<file path="src/rtl/swb_pkg.sv">
// Package of constants and types for the serial write buffer transmitter
// Contract
// - Auto end: resume, or enter pending interrupt
// - Interactive stream of unlimited length
// - Seamless clock only at slow rates; code: every rate adds one low cycle per nibble
// - Buffer to shifter raises irq, flag
// - Early reload shifts next nibble seamlessly
// - Buffer write clears irq and flag; code: not in start-mode ST_LOAD (both stay set) or at auto end (flag set)
// - Repeat irq until done, clear start
// - Software start clear aborts at once
// - Rate codes 1024/2048/8192/16384 Hz, reset slowest
// - Data changes on rising clock edge
// - Enable plus output mode drives pins
// - Start bit 2, auto bit 3
package swb_pkg;
  localparam int CLK_HZ = 50000000;
  localparam int RATE0_HZ = 1024;
  localparam int RATE1_HZ = 2048;
  localparam int RATE2_HZ = 8192;
  localparam int RATE3_HZ = 16384;
  // Half period counts of the shift clock
  localparam int HALF0 = CLK_HZ / (2 * RATE0_HZ);
  localparam int HALF1 = CLK_HZ / (2 * RATE1_HZ);
  localparam int HALF2 = CLK_HZ / (2 * RATE2_HZ);
  localparam int HALF3 = CLK_HZ / (2 * RATE3_HZ);
  localparam int DIV_W = 16;
  localparam int NIB_W = 4;
  localparam int SIZE_W = 6;
  localparam int BIT_START = 2;
  localparam int BIT_AUTO = 3;
  localparam logic [3:0] BUF_RESET = 4'hf;
  localparam logic [1:0] RATE_RESET = 2'h0;
  localparam int FIFO_DEPTH = 32;

  typedef struct packed {
    logic enable;
    logic port_d_out;
    logic [1:0] rate_sel;
  } swb_cfg_t;

  typedef struct packed {
    logic wr;
    logic [3:0] data;
  } swb_nib_wr_t;

  typedef enum logic [3:0] {
    ST_IDLE = 4'b0001,
    ST_LOAD = 4'b0010,
    ST_HIGH = 4'b0100,
    ST_LOW = 4'b1000
  } swb_state_t;
endpackage

</file>
<file path="src/rtl/swb_fifo.sv">
// Synchronous FIFO with valid/ready on both sides
`timescale 1ns/100ps
module swb_fifo #(
  parameter int WIDTH = 4,
  parameter int DEPTH = 32
) (
  input wire logic core_clk,
  input wire logic rst,
  input wire logic in_valid,
  output logic in_ready,
  input wire logic [WIDTH-1:0] in_data,
  output logic out_valid,
  input wire logic out_ready,
  output logic [WIDTH-1:0] out_data
);
  localparam int AW = $clog2(DEPTH);
  logic [WIDTH-1:0] mem [DEPTH];
  logic [AW-1:0] wp_r, wp_nxt, rp_r, rp_nxt;
  logic [AW:0] cnt_r, cnt_nxt;
  logic push, pop;

  assign in_ready = (cnt_r != DEPTH[AW:0]);
  assign out_valid = (cnt_r != '0);
  assign out_data = mem[rp_r];
  assign push = in_valid && in_ready;
  assign pop = out_valid && out_ready;

  always_comb begin
    wp_nxt = push ? wp_r + 1'b1 : wp_r;
    rp_nxt = pop ? rp_r + 1'b1 : rp_r;
    cnt_nxt = cnt_r;
    if (push && !pop) begin
      cnt_nxt = cnt_r + 1'b1;
    end else if (pop && !push) begin
      cnt_nxt = cnt_r - 1'b1;
    end
  end

  always_ff @(posedge core_clk) begin
    if (rst) begin
      wp_r <= '0;
      rp_r <= '0;
      cnt_r <= '0;
    end else begin
      wp_r <= wp_nxt;
      rp_r <= rp_nxt;
      cnt_r <= cnt_nxt;
    end
  end

  always_ff @(posedge core_clk) begin
    if (push) begin
      mem[wp_r] <= in_data;
    end
  end
endmodule

</file>
<file path="src/rtl/swb_tx.sv">
// Serial write buffer transmitter top
`timescale 1ns/100ps
module swb_tx
  import swb_pkg::*;
#(
  parameter int HALF_SLOW = HALF0,
  parameter int HALF_2K = HALF1,
  parameter int HALF_8K = HALF2,
  parameter int HALF_16K = HALF3
) (
  input wire logic core_clk,
  input wire logic rst,
  input wire swb_cfg_t cfg,
  input wire swb_nib_wr_t buf_wr,
  input wire logic size_wr,
  input wire logic [7:0] size_wdata,
  input wire logic halt,
  input wire logic irq_pending,
  input wire logic ram_valid,
  input wire logic [3:0] ram_data,
  output logic ram_rd,
  output logic [5:0] ram_addr,
  input wire logic fifo_in_valid,
  output logic fifo_in_ready,
  input wire logic [3:0] fifo_in_data,
  output logic [3:0] buffer_q,
  output logic [7:0] size_high_q,
  output logic [3:0] size_low_q,
  output logic jump_test_flag,
  output logic buffer_empty_irq,
  output logic standby,
  output logic resume,
  output logic goto_isr,
  output logic port_d_pin0,
  output logic port_d_pin1,
  output logic port_d_pin0_oe_n,
  output logic port_d_pin1_oe_n
);
  swb_state_t st_r, st_nxt;
  logic [3:0] buf_r, buf_nxt, sh_r, sh_nxt;
  logic buf_full_r, buf_full_nxt;
  logic [5:0] size_r, size_nxt;
  logic auto_r, auto_nxt, start_r, start_nxt;
  logic flag_r, flag_nxt, irq_r, irq_nxt;
  logic [1:0] bit_r, bit_nxt;
  logic [DIV_W-1:0] div_r, div_nxt;
  logic clk_r, clk_nxt, dat_r, dat_nxt;
  logic stby_r, stby_nxt, irqseen_r, irqseen_nxt;
  logic res_r, res_nxt, isr_r, isr_nxt;
  logic [5:0] addr_r, addr_nxt;
  logic ram_done_r, ram_done_nxt;
  logic irq_s1_r, irq_s2_r;
  logic f_valid, f_ready;
  logic [3:0] f_data;
  logic [DIV_W-1:0] half;
  logic tick, active;

  // Port-side data staged through FIFO before the buffer register
  swb_fifo #(.WIDTH(NIB_W), .DEPTH(FIFO_DEPTH)) u_fifo (
    .core_clk(core_clk),
    .rst(rst),
    .in_valid(fifo_in_valid),
    .in_ready(fifo_in_ready),
    .in_data(fifo_in_data),
    .out_valid(f_valid),
    .out_ready(f_ready),
    .out_data(f_data)
  );

  function automatic logic [DIV_W-1:0] half_of(input logic [1:0] sel);
    unique case (sel)
      2'h0: half_of = DIV_W'(HALF_SLOW);
      2'h1: half_of = DIV_W'(HALF_2K);
      2'h2: half_of = DIV_W'(HALF_8K);
      default: half_of = DIV_W'(HALF_16K);
    endcase
  endfunction

  assign half = half_of(cfg.rate_sel);
  assign tick = (div_r == half - 1'b1);
  assign active = start_r || (auto_r && stby_r);
  // FIFO refills the buffer only once it has been emptied
  assign f_ready = !buf_wr.wr && !buf_full_r;

  always_comb begin
    st_nxt = st_r;
    buf_nxt = buf_r;
    buf_full_nxt = buf_full_r;
    sh_nxt = sh_r;
    size_nxt = size_r;
    auto_nxt = auto_r;
    start_nxt = start_r;
    flag_nxt = flag_r;
    irq_nxt = irq_r;
    bit_nxt = bit_r;
    div_nxt = (st_r == ST_IDLE || st_r == ST_LOAD || tick) ? '0 : div_r + 1'b1;
    clk_nxt = clk_r;
    dat_nxt = dat_r;
    stby_nxt = stby_r;
    irqseen_nxt = irqseen_r;
    res_nxt = 1'b0;
    isr_nxt = 1'b0;
    addr_nxt = addr_r;
    ram_done_nxt = ram_done_r;
    ram_rd = 1'b0;
    if (buf_wr.wr || (f_valid && f_ready)) begin
      buf_nxt = buf_wr.wr ? buf_wr.data : f_data;
      buf_full_nxt = 1'b1;
    end
    if (buf_wr.wr) begin
      flag_nxt = 1'b0;
      irq_nxt = 1'b0;
    end
    if (size_wr) begin
      size_nxt = {size_wdata[5:4], size_wdata[3:0]};
      auto_nxt = size_wdata[NIB_W + BIT_AUTO];
      start_nxt = size_wdata[NIB_W + BIT_START];
    end
    if (halt && auto_r && !stby_r) begin
      stby_nxt = 1'b1;
      irqseen_nxt = 1'b0;
      addr_nxt = '0;
      ram_done_nxt = 1'b0;
    end
    if (stby_r && irq_s2_r) begin
      irqseen_nxt = 1'b1;
    end
    unique case (st_r)
      ST_IDLE: begin
        clk_nxt = 1'b0;
        if (active && buf_full_r) begin
          st_nxt = ST_LOAD;
        end
      end
      ST_LOAD: begin
        sh_nxt = buf_r;
        buf_full_nxt = buf_wr.wr;
        bit_nxt = 2'h0;
        st_nxt = ST_HIGH;
        if (start_r) begin
          irq_nxt = 1'b1;
          flag_nxt = 1'b1;
        end
        if (auto_r && stby_r && !ram_done_r && ram_valid) begin
          // Prefetch next RAM nibble into the buffer
          ram_rd = 1'b1;
          buf_nxt = ram_data;
          buf_full_nxt = 1'b1;
          ram_done_nxt = (addr_r == size_r);
          addr_nxt = addr_r + 1'b1;
        end
        clk_nxt = 1'b1;
        dat_nxt = buf_r[0];
      end
      ST_HIGH: begin
        if (tick) begin
          clk_nxt = 1'b0;
          st_nxt = ST_LOW;
        end
      end
      ST_LOW: begin
        if (tick) begin
          if (bit_r == 2'h3) begin
            if (active && buf_full_r) begin
              st_nxt = ST_LOAD;
            end else begin
              st_nxt = ST_IDLE;
              if (start_r) begin
                start_nxt = 1'b0;
              end
              if (auto_r && stby_r) begin
                auto_nxt = 1'b0;
                stby_nxt = 1'b0;
                flag_nxt = 1'b1;
                res_nxt = !irqseen_r;
                isr_nxt = irqseen_r;
              end
            end
          end else begin
            bit_nxt = bit_r + 1'b1;
            clk_nxt = 1'b1;
            dat_nxt = sh_r[bit_r + 2'h1];
            st_nxt = ST_HIGH;
          end
        end
        if (start_r && !buf_full_r && !buf_wr.wr) begin
          irq_nxt = 1'b1;
        end
      end
      default: st_nxt = ST_IDLE;
    endcase
    if (size_wr && !size_wdata[NIB_W + BIT_START] && start_r) begin
      st_nxt = ST_IDLE;
      clk_nxt = 1'b0;
      div_nxt = '0;
    end
  end

  always_ff @(posedge core_clk) begin
    if (rst) begin
      st_r <= ST_IDLE;
      buf_r <= BUF_RESET;
      buf_full_r <= 1'b0;
      sh_r <= '0;
      size_r <= '0;
      auto_r <= 1'b0;
      start_r <= 1'b0;
      flag_r <= 1'b0;
      irq_r <= 1'b0;
      bit_r <= '0;
      div_r <= '0;
      clk_r <= 1'b0;
      dat_r <= 1'b0;
      stby_r <= 1'b0;
      irqseen_r <= 1'b0;
      res_r <= 1'b0;
      isr_r <= 1'b0;
      addr_r <= '0;
      ram_done_r <= 1'b0;
      irq_s1_r <= 1'b0;
      irq_s2_r <= 1'b0;
    end else begin
      st_r <= st_nxt;
      buf_r <= buf_nxt;
      buf_full_r <= buf_full_nxt;
      sh_r <= sh_nxt;
      size_r <= size_nxt;
      auto_r <= auto_nxt;
      start_r <= start_nxt;
      flag_r <= flag_nxt;
      irq_r <= irq_nxt;
      bit_r <= bit_nxt;
      div_r <= div_nxt;
      clk_r <= clk_nxt;
      dat_r <= dat_nxt;
      stby_r <= stby_nxt;
      irqseen_r <= irqseen_nxt;
      res_r <= res_nxt;
      isr_r <= isr_nxt;
      addr_r <= addr_nxt;
      ram_done_r <= ram_done_nxt;
      irq_s1_r <= irq_pending;
      irq_s2_r <= irq_s1_r;
    end
  end

  assign ram_addr = addr_r;
  assign buffer_q = buf_r;
  assign size_low_q = size_r[3:0];
  assign size_high_q = {4'h0, auto_r, start_r, size_r[5:4]};
  assign jump_test_flag = flag_r;
  assign buffer_empty_irq = irq_r;
  assign standby = stby_r;
  assign resume = res_r;
  assign goto_isr = isr_r;
  // Pins driven only with enable and port D output mode
  assign port_d_pin0 = clk_r;
  assign port_d_pin1 = dat_r;
  assign port_d_pin0_oe_n = !(cfg.enable && cfg.port_d_out);
  assign port_d_pin1_oe_n = !(cfg.enable && cfg.port_d_out);
endmodule

</file>
<file path="config.mk">
export PLATFORM = sky130hd
export DESIGN_NAME = swb_tx
export DESIGN_NICKNAME = d
export VERILOG_FILES = /design/src/rtl/swb_pkg.sv /design/src/rtl/swb_fifo.sv /design/src/rtl/swb_tx.sv
export SDC_FILE = /design/constraint.sdc
export NUM_CORES = 1
export LEC_CHECK = 0
export BUFFER_PORTS_ARGS = -buffer_cell sky130_fd_sc_hd__buf_2
export CORE_MARGIN = 1
export CORE_UTILIZATION = 51
export DETAILED_ROUTE_END_ITERATION = 12
export PLACE_DENSITY = 0.73
export SYNTH_ARGS = -nofsm -noshare
export SYNTH_HDL_FRONTEND = slang
export SYNTH_HIERARCHICAL = 1
export SYNTH_SLANG_ARGS = --single-unit
</file>
<file path="constraint.sdc">
create_clock -name core_clk -period 3.1 [get_ports core_clk]
set_input_delay 0.62 -clock core_clk [delete_from_list [all_inputs] [get_ports core_clk]]
set_output_delay 0.62 -clock core_clk [all_outputs]
set_load 0.005 [all_outputs]
</file>
==> flow_summary_export.csv <==
group,metric,value,unit
floorplanning,die_area,18400,um2
setup_path,worstSetupPathDepth,9,
timing,drv_slew,0,
power,power.density,617,nW/um2
detailed_routing,vias_per_cell,5.82,
detailed_routing,postRouteAntennaNets,0,
setup_path,max_stage_delay,0.61,ns
setup_path,cp-end-kind,"flip-flop",
synthesis,synth_mux_area_frac,0.0979,
timing,fin_tns_setup,0,ns
clock_network,cts_max_level,1,
synthesis,syn_inst,743,
synthesis,synthFlopType,"edfxtp_1",
synthesis,yosys.area_share.simple,0.140,
clock_network,cts_root_buf,"clkbuf_16",
synthesis,yosys.cell_types.count,71,
timing,fin_skew,0.0216,ns
hold_path,min_path_type,"primary input to flip-flop",
setup_path,rr_worst_depth,9,
setup_path,cp-start-kind,"flip-flop",
detailed_routing,wirelength,19000,um
place,place.gp.congestion,0.876,
timing,tightest_slew,0.645,ns
synthesis,seq_area_frac_synth,0.590,
setup_path,path_class,"flip-flop to flip-flop",
synthesis,synthArstFlopShare,0,
timing,min_period_over_period,0.935,
layout,area.growth.synth_to_final,12.0,%
clock_network,cts-buffers-inserted,20,
synthesis,ys_warn_count,6,
power,vdd_drop_max,0.000470,V
global_routing,antenna_found_initial,0,
synthesis,synth_area_leader_cell,"edfxtp_1",
status,outcome,"finished clean",
global_routing,gr-usage-met2,0.358,
floorplanning,initial_core_util,0.524,
clock_network,clk-insertion-delay-late,0.50,ns
synthesis,synthesis.area,9130,um2
power,p_leak,3.57,nW
synthesis,synthTopCellsByArea,"edfxtp_1 42%, dfxtp_1 17%, mux2i_1 5.6%, nor2_1 4.2%, mux4_2 4.2%",
global_routing,met3_usage,0.0329,
global_routing,grt_pass1_wl,29900,um
layout,fin_cells,1035,
clock_network,tritoncts,"yes",
layout,num_antenna_cells,0,
timing,finalSetupViolations,0,
clock_network,cts_sinks,205,
floorplanning,pin_count,65,
clock_network,cts_max_path_buffers,3,
synthesis,synth_xor_area_frac,0.0374,
detailed_routing,firstDrtPassIters,5,
setup_path,r2r_slack,0.20,ns
detailed_routing,drc,0,
flow_run,drv_cap,0,
global_routing,track_usage,0.208,
synthesis,synth_compound_area_frac,0.0754,
setup_path,worstPathRequired,3.55,ns
synthesis,synth_top_cell_area_share,0.421,
detailed_routing,drtIter0Drc,391,
synthesis,post_synth.cell_area_avg,12.3,um2
floorplanning,fp.coreArea,17400,um2
layout,finalNetCount,850,
timing,max-slew-margin-rel,0.568,
detailed_routing,vias,6025,
floorplanning,die_y,136,um
global_routing,grt-busiest-layer,"met2",
synthesis,netlist_top_cells_count,"128 x edfxtp_1, 103 x nor2_1, 77 x dfxtp_1",
synthesis,ys_ff_latch,205,
timing,fin_crit,2.90,ns
timing,rsz0062_at_grt,"no",
synthesis,yosys.cell_count.top_type,"edfxtp_1",
place,port_buffers,60,
global_routing,use_met1,0.265,
detailed_routing,routedWlPerCell,18.4,um
setup_path,crit_fanout,7,
global_routing,grt_max_degree,34,
floorplanning,dieWidth,136,um
clock_network,cts.clk_slew.worst_paths,0.06,ns
clock_network,post_cts.repair.setup_buffers,0,
setup_path,crit_family,"simple AND/OR/NAND/NOR gates",
setup_path,worst-path-buf-inv,1,
synthesis,synth_top_family_by_area,"simple AND/OR/NAND/NOR gates",
setup_path,slowest_stage,"or4_4",
hold_path,hold_depth,2,
setup_path,path_cells,"or4_4 > o31ai_4 > ha_2 > inv_1 > ha_1 > and3_1 > a2111oi_0 > o22ai_1 > nand3_1",
timing,clock.fmax,0.345,GHz
synthesis,synth_edf_count,128,
timing,final_hold_viol_count,0,
place,hpwl,13200,um
floorplanning,rows,48,
setup_path,cp.arrival,3.34,ns
global_routing,grt_pass1_vias,5902,
layout,drive_gt1_frac,0.157,
synthesis,synth-adder-area-share,0.0296,
place,dp_cells,1000,
global_routing,grt_overflow,0,
-- final timing paths --
| check | endpoint | startpoint |
|---|---|---|
| max | u_fifo/cnt_r[5]$_SDFFE_PP0P_ | u_fifo/cnt_r[0]$_SDFFE_PP0P_ |
| min reg2reg | irq_s2_r$_SDFF_PP0_ | irq_s1_r$_SDFF_PP0_ |
| min | buffer_q[3]$_SDFF_PP1_ | ram_data[3] |
| max reg2reg | u_fifo/cnt_r[5]$_SDFFE_PP0P_ | u_fifo/cnt_r[0]$_SDFFE_PP0P_ |
-- cells by family after synthesis --
kind of cell | count (synthesis)
and+or+nand+nor | 261
DFF | 205
AOI/OAI and AO/OA | 92
muxes | 68
buffers and inverters | 56
xor gates and xnor gates | 39
adders and majority gates | 21
other | 1
-- final cells by class --
cell class | instances | area (um2)
fill | 1385 | 7190
sequential | 205 | 5390
multi-input combinational | 485 | 3490
clock buffer | 27 | 527
timing repair buffer | 70 | 388
tap | 225 | 282
clock inverter | 8 | 97.6
inverter | 15 | 56.3
-- routing by layer --
metal  up-vias  part of all wire
met4         0             0.028
met2       184              0.50
met3        44             0.045
met5         -                 0
met1      2969              0.42
li1       2828                 -
-- where the power goes --
part | leakage (nW) | switching (W) | total, W | internal (W)
clock | 0.302 | 0.000984 | 0.00235 | 0.00136
combinational | 1.48 | 0.000503 | 0.000861 | 0.000358
sequential | 1.78 | 0.000115 | 0.00310 | 0.00299
total | 3.57 | 0.00160 | 0.00631 | 0.00471
-- what timing repair did --
action                     in CTS  in global routing
hold buffers                    0                  0
setup endpoints to repair       0                  2
gates resized for setup         0                  1
-- metrics by stage --
step / worst slack [ns] / utilization / hold slack [ns] / total power, W / instance area [um2]
finish: 0.200 / 0.587 / 0.342 / 0.00631 / 10200
detailed placement: 0.204 / 0.551 / 0.446 / 0.00400 / 9600
CTS: 0.158 / 0.587 / 0.333 / 0.00633 / 10200
global placement: 0.287 / 0.551 / 0.434 / 0.00395 / 9600
global route: 0.0125 / 0.587 / 0.338 / 0.00654 / 10200
floorplan: 0.316 / - / 0.414 / 0.00377 / 9140
-- cell usage in the layout (no fill, tap or decap), drive strengths merged, types with 3 or more instances in the layout --
master    n
edfxtp  128
nor2    103
dfxtp    77
buf      70
mux2i    51
nand2    43
nand3    32
a21oi    29
clkbuf   27
xor2     25
ha       20
nor3     18
mux4     17
inv      15
xnor2    14
nor2b     9
nand2b    9
or3       9
a22oi     9
nor4      8
and3      7
o21ai     7
a211o     6
nand4     6
clkinv    6
o22ai     4
conb      4
a22o      4
a221oi    4
nand3b    3
o21a      3
or2       3
o311ai    3
-- sequential cells by signal, summed over array words and instances (netlist names), 2 cells and up, named ones only --
signal,cells
bit_r,2
buffer_q,4
div_r,16
ram_addr,6
sh_r,4
size_r,6
st_r,4
u_fifo/cnt_r,6
u_fifo/mem,128
u_fifo/rp_r,5
u_fifo/wp_r,5
-- worst register-to-register path: cells and delay by family, from the launching register on --
kind / cells / cell delay (ns)
AOI/OAI and AO/OA: 3 / 0.83
buffers and inverters: 1 / 0.15
adders and majority gates: 2 / 0.64
DFF: 1 / 0.34
and+or+nand+nor: 3 / 0.89
Note: power is estimated with default switching activity, not from simulation.
